===== src/inc/synth_loader_defines.svh =====
// Constants for the serial divider loader: register offsets, field positions, resets.
// Assumes inclusion by bare name from the package and the design modules.
`ifndef SYNTH_LOADER_DEFINES_SVH
`define SYNTH_LOADER_DEFINES_SVH

`define SHIFT_LEN 18
`define BIT_CNT_W 5

`define M_MSB 9
`define M_LSB 0
`define N_MSB 12
`define N_LSB 10
`define P_MSB 17
`define P_LSB 13

`define OFF_ACTIVE 8'h00
`define OFF_SHIFT 8'h04
`define OFF_CTRL 8'h08
`define OFF_STATUS 8'h0C

`define CTRL_ALLOW_BIT 0
`define CTRL_DIV_LSB 8
`define CTRL_DIV_MSB 15
`define CTRL_RESET 32'h0000_0101

`define ACTIVE_RESET 18'h00000
`define DIV_RESET 8'h01

`endif


===== src/inc/synth_loader_pkg.sv =====
// Types shared by the serial divider loader modules.
// Assumes synth_loader_defines.svh on the include path.
`include "synth_loader_defines.svh"

package synth_loader_pkg;
   typedef logic [`SHIFT_LEN-1:0] cfg_word_t;
   typedef logic [`BIT_CNT_W-1:0] bit_cnt_t;
   typedef logic [7:0] div_t;
   typedef logic [8:0] half_cnt_t;
endpackage


===== src/inc/pin_event_if.sv =====
// Carrier for one sampled pin: synchronised level and its one-cycle edge pulses.
// Assumes both ends run on the same clock.
`timescale 1ns/1ps

interface pin_event_if;
   logic level;
   logic rise;
   logic fall;
   modport src (output level, output rise, output fall);
   modport dst (input level, input rise, input fall);
endinterface


===== src/verilog/pin_sampler.sv =====
// Two-flop synchroniser for an asynchronous pin, with rise and fall detection.
// Assumes i_pin comes from outside the i_clk domain.
`timescale 1ns/1ps

module pin_sampler
   import synth_loader_pkg::*;
#(
   parameter logic RESET_LEVEL = 1'b0
)
(
   input wire logic i_clk,
   input wire logic i_rst,
   input wire logic i_pin,
   pin_event_if.src ev
);
   logic meta_ff;
   logic sync_ff;
   logic prev_ff;

   always_ff @(posedge i_clk)
   begin
      if (i_rst)
      begin
         meta_ff <= RESET_LEVEL;
         sync_ff <= RESET_LEVEL;
         prev_ff <= RESET_LEVEL;
      end
      else
      begin
         meta_ff <= i_pin;
         sync_ff <= meta_ff;
         prev_ff <= sync_ff;
      end
   end

   assign ev.level = sync_ff;
   assign ev.rise = sync_ff & ~prev_ff;
   assign ev.fall = ~sync_ff & prev_ff;
endmodule


===== src/verilog/synth_serial_config_loader.sv =====
// Serial loader for the pre-scale, feedback and output divider settings, with a
// gated synthesised clock and an AHB-Lite register slave.
// Assumes one AHB-Lite master on i_clk; serial pins and the gate pin are asynchronous.
//
// Design decisions made here: the AHB-Lite interface to the registers and the register offsets.
`timescale 1ns/1ps
`include "synth_loader_defines.svh"

// What this block does
// - Holds pre-scale, feedback and output divider values, loaded over the serial port.
// - Each rising shift strobe samples the data pin and shifts exactly once.
// - Serial bits collect in an eighteen-bit shift register before transfer.
// - Rising transfer strobe copies the shift register into the divider latch.
// - Falling transfer strobe locks the transferred values as the active setting.
// - Output gate low disables the synthesised clock output.
// - Output gate high enables the synthesised clock output while the control register allow bit is set.
// - Gate changes take effect only at output clock boundaries, never producing runts.
module synth_serial_config_loader
   import synth_loader_pkg::*;
(
   input wire logic i_clk,
   input wire logic i_rst,
   input wire logic i_serial_in_bit,
   input wire logic i_shift_strobe,
   input wire logic i_transfer_pulse,
   input wire logic i_output_gate,
   output logic o_synth_output,
   output logic [4:0] o_prescale,
   output logic [9:0] o_feedback_div,
   output logic [2:0] o_output_div,
   input wire logic i_hsel,
   input wire logic [31:0] i_haddr,
   input wire logic [1:0] i_htrans,
   input wire logic i_hwrite,
   input wire logic [2:0] i_hsize,
   input wire logic [31:0] i_hwdata,
   input wire logic i_hready,
   output logic [31:0] o_hrdata,
   output logic o_hreadyout,
   output logic o_hresp
);
   pin_event_if data_ev ();
   pin_event_if shift_ev ();
   pin_event_if xfer_ev ();
   pin_event_if gate_ev ();

   pin_sampler #(.RESET_LEVEL(1'b0)) u_data (.i_clk(i_clk), .i_rst(i_rst), .i_pin(i_serial_in_bit), .ev(data_ev));
   pin_sampler #(.RESET_LEVEL(1'b0)) u_shift (.i_clk(i_clk), .i_rst(i_rst), .i_pin(i_shift_strobe), .ev(shift_ev));
   pin_sampler #(.RESET_LEVEL(1'b0)) u_xfer (.i_clk(i_clk), .i_rst(i_rst), .i_pin(i_transfer_pulse), .ev(xfer_ev));
   pin_sampler #(.RESET_LEVEL(1'b0)) u_gate (.i_clk(i_clk), .i_rst(i_rst), .i_pin(i_output_gate), .ev(gate_ev));

   cfg_word_t shift_ff;
   cfg_word_t active_ff;
   bit_cnt_t bit_cnt_ff;
   logic locked_ff;
   logic ctrl_allow_ff;
   div_t ctrl_div_ff;
   half_cnt_t half_cnt_ff;
   half_cnt_t half_limit;
   logic phase_ff;
   logic gate_on_ff;
   logic out_ff;
   logic gate_req;
   logic nxt_phase;
   logic nxt_gate_on;
   logic wrap;

   // Serial shift path; the data pin is sampled as the strobe's rise is seen
   always_ff @(posedge i_clk)
   begin
      if (i_rst)
         shift_ff <= `ACTIVE_RESET;
      else if (shift_ev.rise)
         shift_ff <= {shift_ff[`SHIFT_LEN-2:0], data_ev.level};
   end

   // Count of strobes since the last transfer, saturating at full length
   always_ff @(posedge i_clk)
   begin
      if (i_rst)
         bit_cnt_ff <= '0;
      else if (xfer_ev.rise)
         bit_cnt_ff <= '0;
      else if (shift_ev.rise && bit_cnt_ff != bit_cnt_t'(`SHIFT_LEN))
         bit_cnt_ff <= bit_cnt_ff + bit_cnt_t'(1);
   end

   // Divider latch: written only on the transfer strobe's rise
   always_ff @(posedge i_clk)
   begin
      if (i_rst)
         active_ff <= `ACTIVE_RESET;
      else if (xfer_ev.rise)
         active_ff <= shift_ff;
   end

   // Locked once the strobe falls; reopened by the next rise
   always_ff @(posedge i_clk)
   begin
      if (i_rst)
         locked_ff <= 1'b0;
      else if (xfer_ev.fall)
         locked_ff <= 1'b1;
      else if (xfer_ev.rise)
         locked_ff <= 1'b0;
   end

   // Pre-scale takes the first five bits shifted in, so the port is filled without padding
   assign o_prescale = active_ff[`P_MSB:`P_LSB];
   assign o_feedback_div = active_ff[`M_MSB:`M_LSB];
   assign o_output_div = active_ff[`N_MSB:`N_LSB];

   // Synthesised clock: half period = control divide + output divide field + 1 cycles
   assign half_limit = half_cnt_t'(ctrl_div_ff) + half_cnt_t'(active_ff[`N_MSB:`N_LSB]);
   assign wrap = (half_cnt_ff == half_limit);
   assign nxt_phase = wrap ? ~phase_ff : phase_ff;
   assign gate_req = gate_ev.level & ctrl_allow_ff;

   // Gate is resampled only as the free clock is about to rise, so highs are never cut
   always_comb
   begin
      nxt_gate_on = gate_on_ff;
      if (wrap && !phase_ff)
         nxt_gate_on = gate_req;
   end

   always_ff @(posedge i_clk)
   begin
      if (i_rst)
         half_cnt_ff <= '0;
      else if (wrap)
         half_cnt_ff <= '0;
      else
         half_cnt_ff <= half_cnt_ff + half_cnt_t'(1);
   end

   always_ff @(posedge i_clk)
   begin
      if (i_rst)
      begin
         phase_ff <= 1'b0;
         gate_on_ff <= 1'b0;
         out_ff <= 1'b0;
      end
      else
      begin
         phase_ff <= nxt_phase;
         gate_on_ff <= nxt_gate_on;
         out_ff <= nxt_phase & nxt_gate_on;
      end
   end

   assign o_synth_output = out_ff;

   // AHB-Lite slave: zero wait states, always OKAY
   logic dphase_wr_ff;
   logic [7:0] dphase_addr_ff;
   logic [7:0] aaddr;
   logic take;
   logic [31:0] rd_mux;

   assign aaddr = i_haddr[7:0];
   assign take = i_hsel & i_htrans[1] & i_hready;
   assign o_hreadyout = 1'b1;
   assign o_hresp = 1'b0;

   always_comb
   begin
      rd_mux = 32'h0000_0000;
      case (aaddr)
         `OFF_ACTIVE: rd_mux = {14'h0000, active_ff};
         `OFF_SHIFT: rd_mux = {14'h0000, shift_ff};
         `OFF_CTRL: rd_mux = {16'h0000, ctrl_div_ff, 7'h00, ctrl_allow_ff};
         `OFF_STATUS: rd_mux = {24'h00_0000, gate_on_ff, locked_ff, 1'b0, bit_cnt_ff};
         default: rd_mux = 32'h0000_0000;
      endcase
      // A read right behind a control write sees the word being written, not the stale one
      if (dphase_wr_ff && dphase_addr_ff == `OFF_CTRL && aaddr == `OFF_CTRL)
      begin
         rd_mux = {16'h0000, i_hwdata[`CTRL_DIV_MSB:`CTRL_DIV_LSB], 7'h00, i_hwdata[`CTRL_ALLOW_BIT]};
      end
   end

   always_ff @(posedge i_clk)
   begin
      if (i_rst)
         o_hrdata <= 32'h0000_0000;
      else if (take && !i_hwrite)
         o_hrdata <= rd_mux;
   end

   always_ff @(posedge i_clk)
   begin
      if (i_rst)
      begin
         dphase_wr_ff <= 1'b0;
         dphase_addr_ff <= 8'h00;
      end
      else if (i_hready)
      begin
         dphase_wr_ff <= take & i_hwrite;
         dphase_addr_ff <= aaddr;
      end
   end

   always_ff @(posedge i_clk)
   begin
      if (i_rst)
      begin
         ctrl_allow_ff <= 1'b1;
         ctrl_div_ff <= `DIV_RESET;
      end
      else if (dphase_wr_ff && dphase_addr_ff == `OFF_CTRL)
      begin
         ctrl_allow_ff <= i_hwdata[`CTRL_ALLOW_BIT];
         ctrl_div_ff <= i_hwdata[`CTRL_DIV_MSB:`CTRL_DIV_LSB];
      end
   end
endmodule


===== config.mk =====
export PLATFORM = sky130hd
export DESIGN_NAME = synth_serial_config_loader
export DESIGN_NICKNAME = d
export VERILOG_FILES = /design/src/inc/synth_loader_pkg.sv /design/src/inc/pin_event_if.sv /design/src/verilog/pin_sampler.sv /design/src/verilog/synth_serial_config_loader.sv
export VERILOG_INCLUDE_DIRS = /design/src /design/src/inc
export SDC_FILE = /design/constraint.sdc
export NUM_CORES = 1
export LEC_CHECK = 0
export BUFFER_PORTS_ARGS = -buffer_cell sky130_fd_sc_hd__buf_2
export CAP_MARGIN = 20
export CELL_PAD_IN_SITES_DETAIL_PLACEMENT = 0
export CELL_PAD_IN_SITES_GLOBAL_PLACEMENT = 1
export CORE_AREA = 8 8 116 118
export CTS_BUF_LIST = sky130_fd_sc_hd__clkbuf_8
export CTS_CLUSTER_SIZE = 30
export DETAILED_ROUTE_END_ITERATION = 16
export DIE_AREA = 0 0 124 126
export GPL_ROUTABILITY_DRIVEN = 0
export PLACE_DENSITY_LB_ADDON = 0.1
export SKIP_CTS_REPAIR_TIMING = 1
export SYNTH_ARGS = -nofsm -noshare
export SYNTH_HDL_FRONTEND = slang
export SYNTH_SLANG_ARGS = --single-unit
export TNS_END_PERCENT = 100

===== constraint.sdc =====
create_clock -name i_clk -period 3 [get_ports i_clk]
set_input_delay 0.6 -clock i_clk [delete_from_list [all_inputs] [get_ports i_clk]]
set_output_delay 0.6 -clock i_clk [all_outputs]
set_load 0.02 [all_outputs]

==> impl_metrics.yaml <==
run_status:
  status: "complete, no violations"
final_layout:
  area_growth_syn_to_layout_pct: 14.3
  utilization_pct: 43.9
  fin_nets: 638
  num-fill-cells: 1202
  drive_above_1_share_pct: 19.6
timing:
  setup_slack_ns: 0.168
  setup_viol: 0
  hold_violations: 0
  slew_violations: 0
  whs_ns: 0.431
  rsz0062_at_grt: "false"
  max_freq_ghz: 0.353
  fin_crit_sh_pct: 94.4
  finalSetupTns_ns: 0
  relSlewSlack_pct: 48.1
  finalClockSkew_ns: 0.0100
  tightest_slew_ns: 0.776
  period_needed_ns: 2.83
logic_synthesis:
  ys_ff_latch: 100
  netlist_area_mm2: 0.00450
  yosysTopAreaCell: "dfxtp_1"
  synth-seq-area-share_pct: 44.5
  synth_top_area_share_pct: 44.5
  synth_area_per_cell_um2: 9.15
  synthFlopType: "dfxtp_1"
  synthTopCellsByArea: "dfxtp_1 44%, mux2i_1 9.6%, nor2_1 5.8%"
  yosys_warnings: 0
  synth.distinct_cells: 49
  synth_cells: 492
  async_flop_share_pct: 0
  synth-edff-count: 0
worst_setup_path:
  cp_data_arrival_time_ns: 3.14
  cp-endpoint: "o_synth_output"
  reg2reg_to: "o_synth_output"
  reg2regPathDepth: 11
  r2r_slack_ns: 0.17
  critical_path_buf_inv_count: 0
  start_kind: "flip-flop"
  cp_data_required_time_ns: 3.31
  critPathCaptureType: "flip-flop"
  crit_path_start: "ctrl_div_ff[0]"
  r2r_start: "ctrl_div_ff[0]"
  crit_chain: "ha_1 -> fa_1 -> a21oi_2 -> o21ai_0 -> or3b_2 -> a32oi_2 -> and2_1 -> ha_1 -> nand3_1 -> a21oi_1 -> nor2b_1"
  cp.depth: 11
  critPathMaxStageDelay_ns: 0.47
  cp_common_cell: "ha_1"
  crit_slowest_cell: "or3b_2"
  crit_fanout: 3
  critPathKind: "flip-flop to flip-flop"
  cp_top_family: "simple AND/OR/NAND/NOR gates"
power_and_ir_drop:
  p_leak_nw: 2.15
  ir_worst_vdd_mv: 0.222
  finalPower_mw: 2.49
  intPower_mw: 1.89
  p_sw_mw: 0.604
  clockPowerShare_pct: 37.2
  combinationalPowerShare_pct: 7.9
  switching_share_pct: 24.3
  power.density_mw_per_mm2: 484
  p_seq_share_pct: 55.0
clock_network:
  cts-htree-levels: 3
  clk_latency_ns: 0.37
  clockBufferDepth: 2
  path_clk_slew_ns: 0.10
  cts_tree: "built"
  clockRootBuffer: "clkbuf_8"
  clock_sinks: 100
  numCtsBuffers: 9
worst_hold_path:
  hp-class: "input port to flip-flop"
global_routing:
  grt_pass1_wl_um: 17900
  antenna_found_initial: 2
  grtUsageTotal_pct: 14.5
  grt_remaining_overflow: 0
  grt_pass1_vias: 3377
  grt_max_degree: 35
floorplanning:
  die_area_mm2: 0.0156
  fp.coreArea_mm2: 0.0117
  start_util_pct: 38.4
  fp.dieW_um: 124
  fp.dieH_um: 126
  ioPinCount: 131
  placementRows: 40
drt:
  drt_first_pass_iters: 4
  wire_per_inst_um: 16.0
  drt_iter0_drc: 191
  vias_per_cell: 5.00
  routed_wirelength_um: 11200
  vias: 3518
  postRouteAntennaNets: 0
  drt_drc_violations_left: 0
job:
  cap_violations: 0
placement:
  portBuffers: 63
  place_ws_ns: 0.149
  dp_hpwl_um: 7690
==> cell type report <==
class,instances,area (um^2),area share [%]
Clock buffer,9,124,2.41
Sequential cell,100,2000,38.9
Antenna cell,1,2.50,0.0486
Timing Repair Buffer,77,433,8.41
Clock inverter,7,85.1,1.65
Inverter,7,26.3,0.511
Multi-Input combinational cell,355,2290,44.5
Tap cell,147,184,3.57
==> cell usage in the layout (no fill, tap or decap), drive strengths merged, types with 9 or more instances in the layout <==
cell type	instances
nor2b	15
nand3	12
a211o	11
xnor2	9
dfxtp	100
ha	9
a22oi	9
buf	77
xor2	9
inv	10
nand2	47
clkbuf	9
nor2	71
a21oi	38
mux2i	43
a211oi	9
conb	16
mux2	9
==> kinds of logic after synthesis <==
family | after synthesis | share of synthesized area [%]
multiplexers | 53 | 12.3
buffers and inverters | 51 | 5.81
flip-flops | 100 | 44.5
AND/OR/NAND/NOR | 174 | 17.7
other | 2 | 0.167
AO/OA/AOI/OAI | 84 | 13.1
adder cells (fa/ha/maj) | 10 | 2.95
XOR/XNOR | 18 | 3.50
==> layer usage <==
metal	GRT usage [%]	share of wire [%]	up-vias
met4	5.88	1.6	2
met3	3.62	5.5	14
met2	21.4	43	70
met1	19.7	49	1650
li1	-	-	1782
met5	0	0.12	-
==> synth_stat cells (2+ instances only) <==
cell / count
or3b_2: 2
nor2_1: 70
buf_4: 16
inv_1: 7
xnor2_1: 9
nor2b_1: 14
a21o_1: 3
a21oi_1: 37
nand4_1: 6
a211o_1: 11
a22oi_1: 9
nand3_1: 12
conb_1: 2
a211oi_1: 8
nand2b_1: 5
mux2_2: 9
xor2_1: 9
buf_1: 6
ha_1: 9
dfxtp_1: 100
a22o_1: 6
or4_1: 2
o211ai_1: 2
mux2i_1: 43
clkbuf_1: 19
nor3_1: 6
buf_2: 2
nand2_1: 47
==> registers in the layout (all words and copies together) (netlist names), 5 cells and up <==
name / count
shift_ff: 18
bit_cnt_ff: 5
o_hrdata: 18
half_cnt_ff: 9
active_ff: 18
dphase_addr_ff: 8
ctrl_div_ff: 8
==> worst min-delay path by stage <==
stage                      from          endpoint  slack (ns)  cells after the start
2_1_floorplan    u_data.meta_ff   u_data.ev.level        0.41                      1
5_1_grt        i_transfer_pulse    u_xfer.meta_ff        0.42                      2
3_3_place_gp    u_shift.meta_ff  u_shift.ev.level        0.42                      1
6_report        i_serial_in_bit    u_data.meta_ff        0.43                      2
3_5_place_dp     u_data.meta_ff   u_data.ev.level        0.42                      1
4_1_cts        i_transfer_pulse    u_xfer.meta_ff        0.41                      2
==> per-stage QoR <==
stage | instance area [um^2] | instances
2_1_floorplan | 4550 | 506
5_1_grt | 5140 | 702
4_1_cts | 5140 | 701
6_report | 5150 | 703
3_3_place_gp | 4930 | 685
3_5_place_dp | 4930 | 685
==> power groups by stage <==
| stage | sequential [mW] | clock (mW) | combinational (mW) |
|---|---|---|---|
| 6_report | 1.37 | 0.926 | 0.196 |
| 5_1_grt | 1.37 | 1.02 | 0.219 |
| 4_1_cts | 1.37 | 0.965 | 0.197 |
| 3_5_place_dp | 1.40 | 0 | 0.196 |
| 3_3_place_gp | 1.40 | 0 | 0.193 |
| 2_1_floorplan | 1.40 | 0 | 0.151 |
No activity file was read; power rests on OpenSTA's default activity.
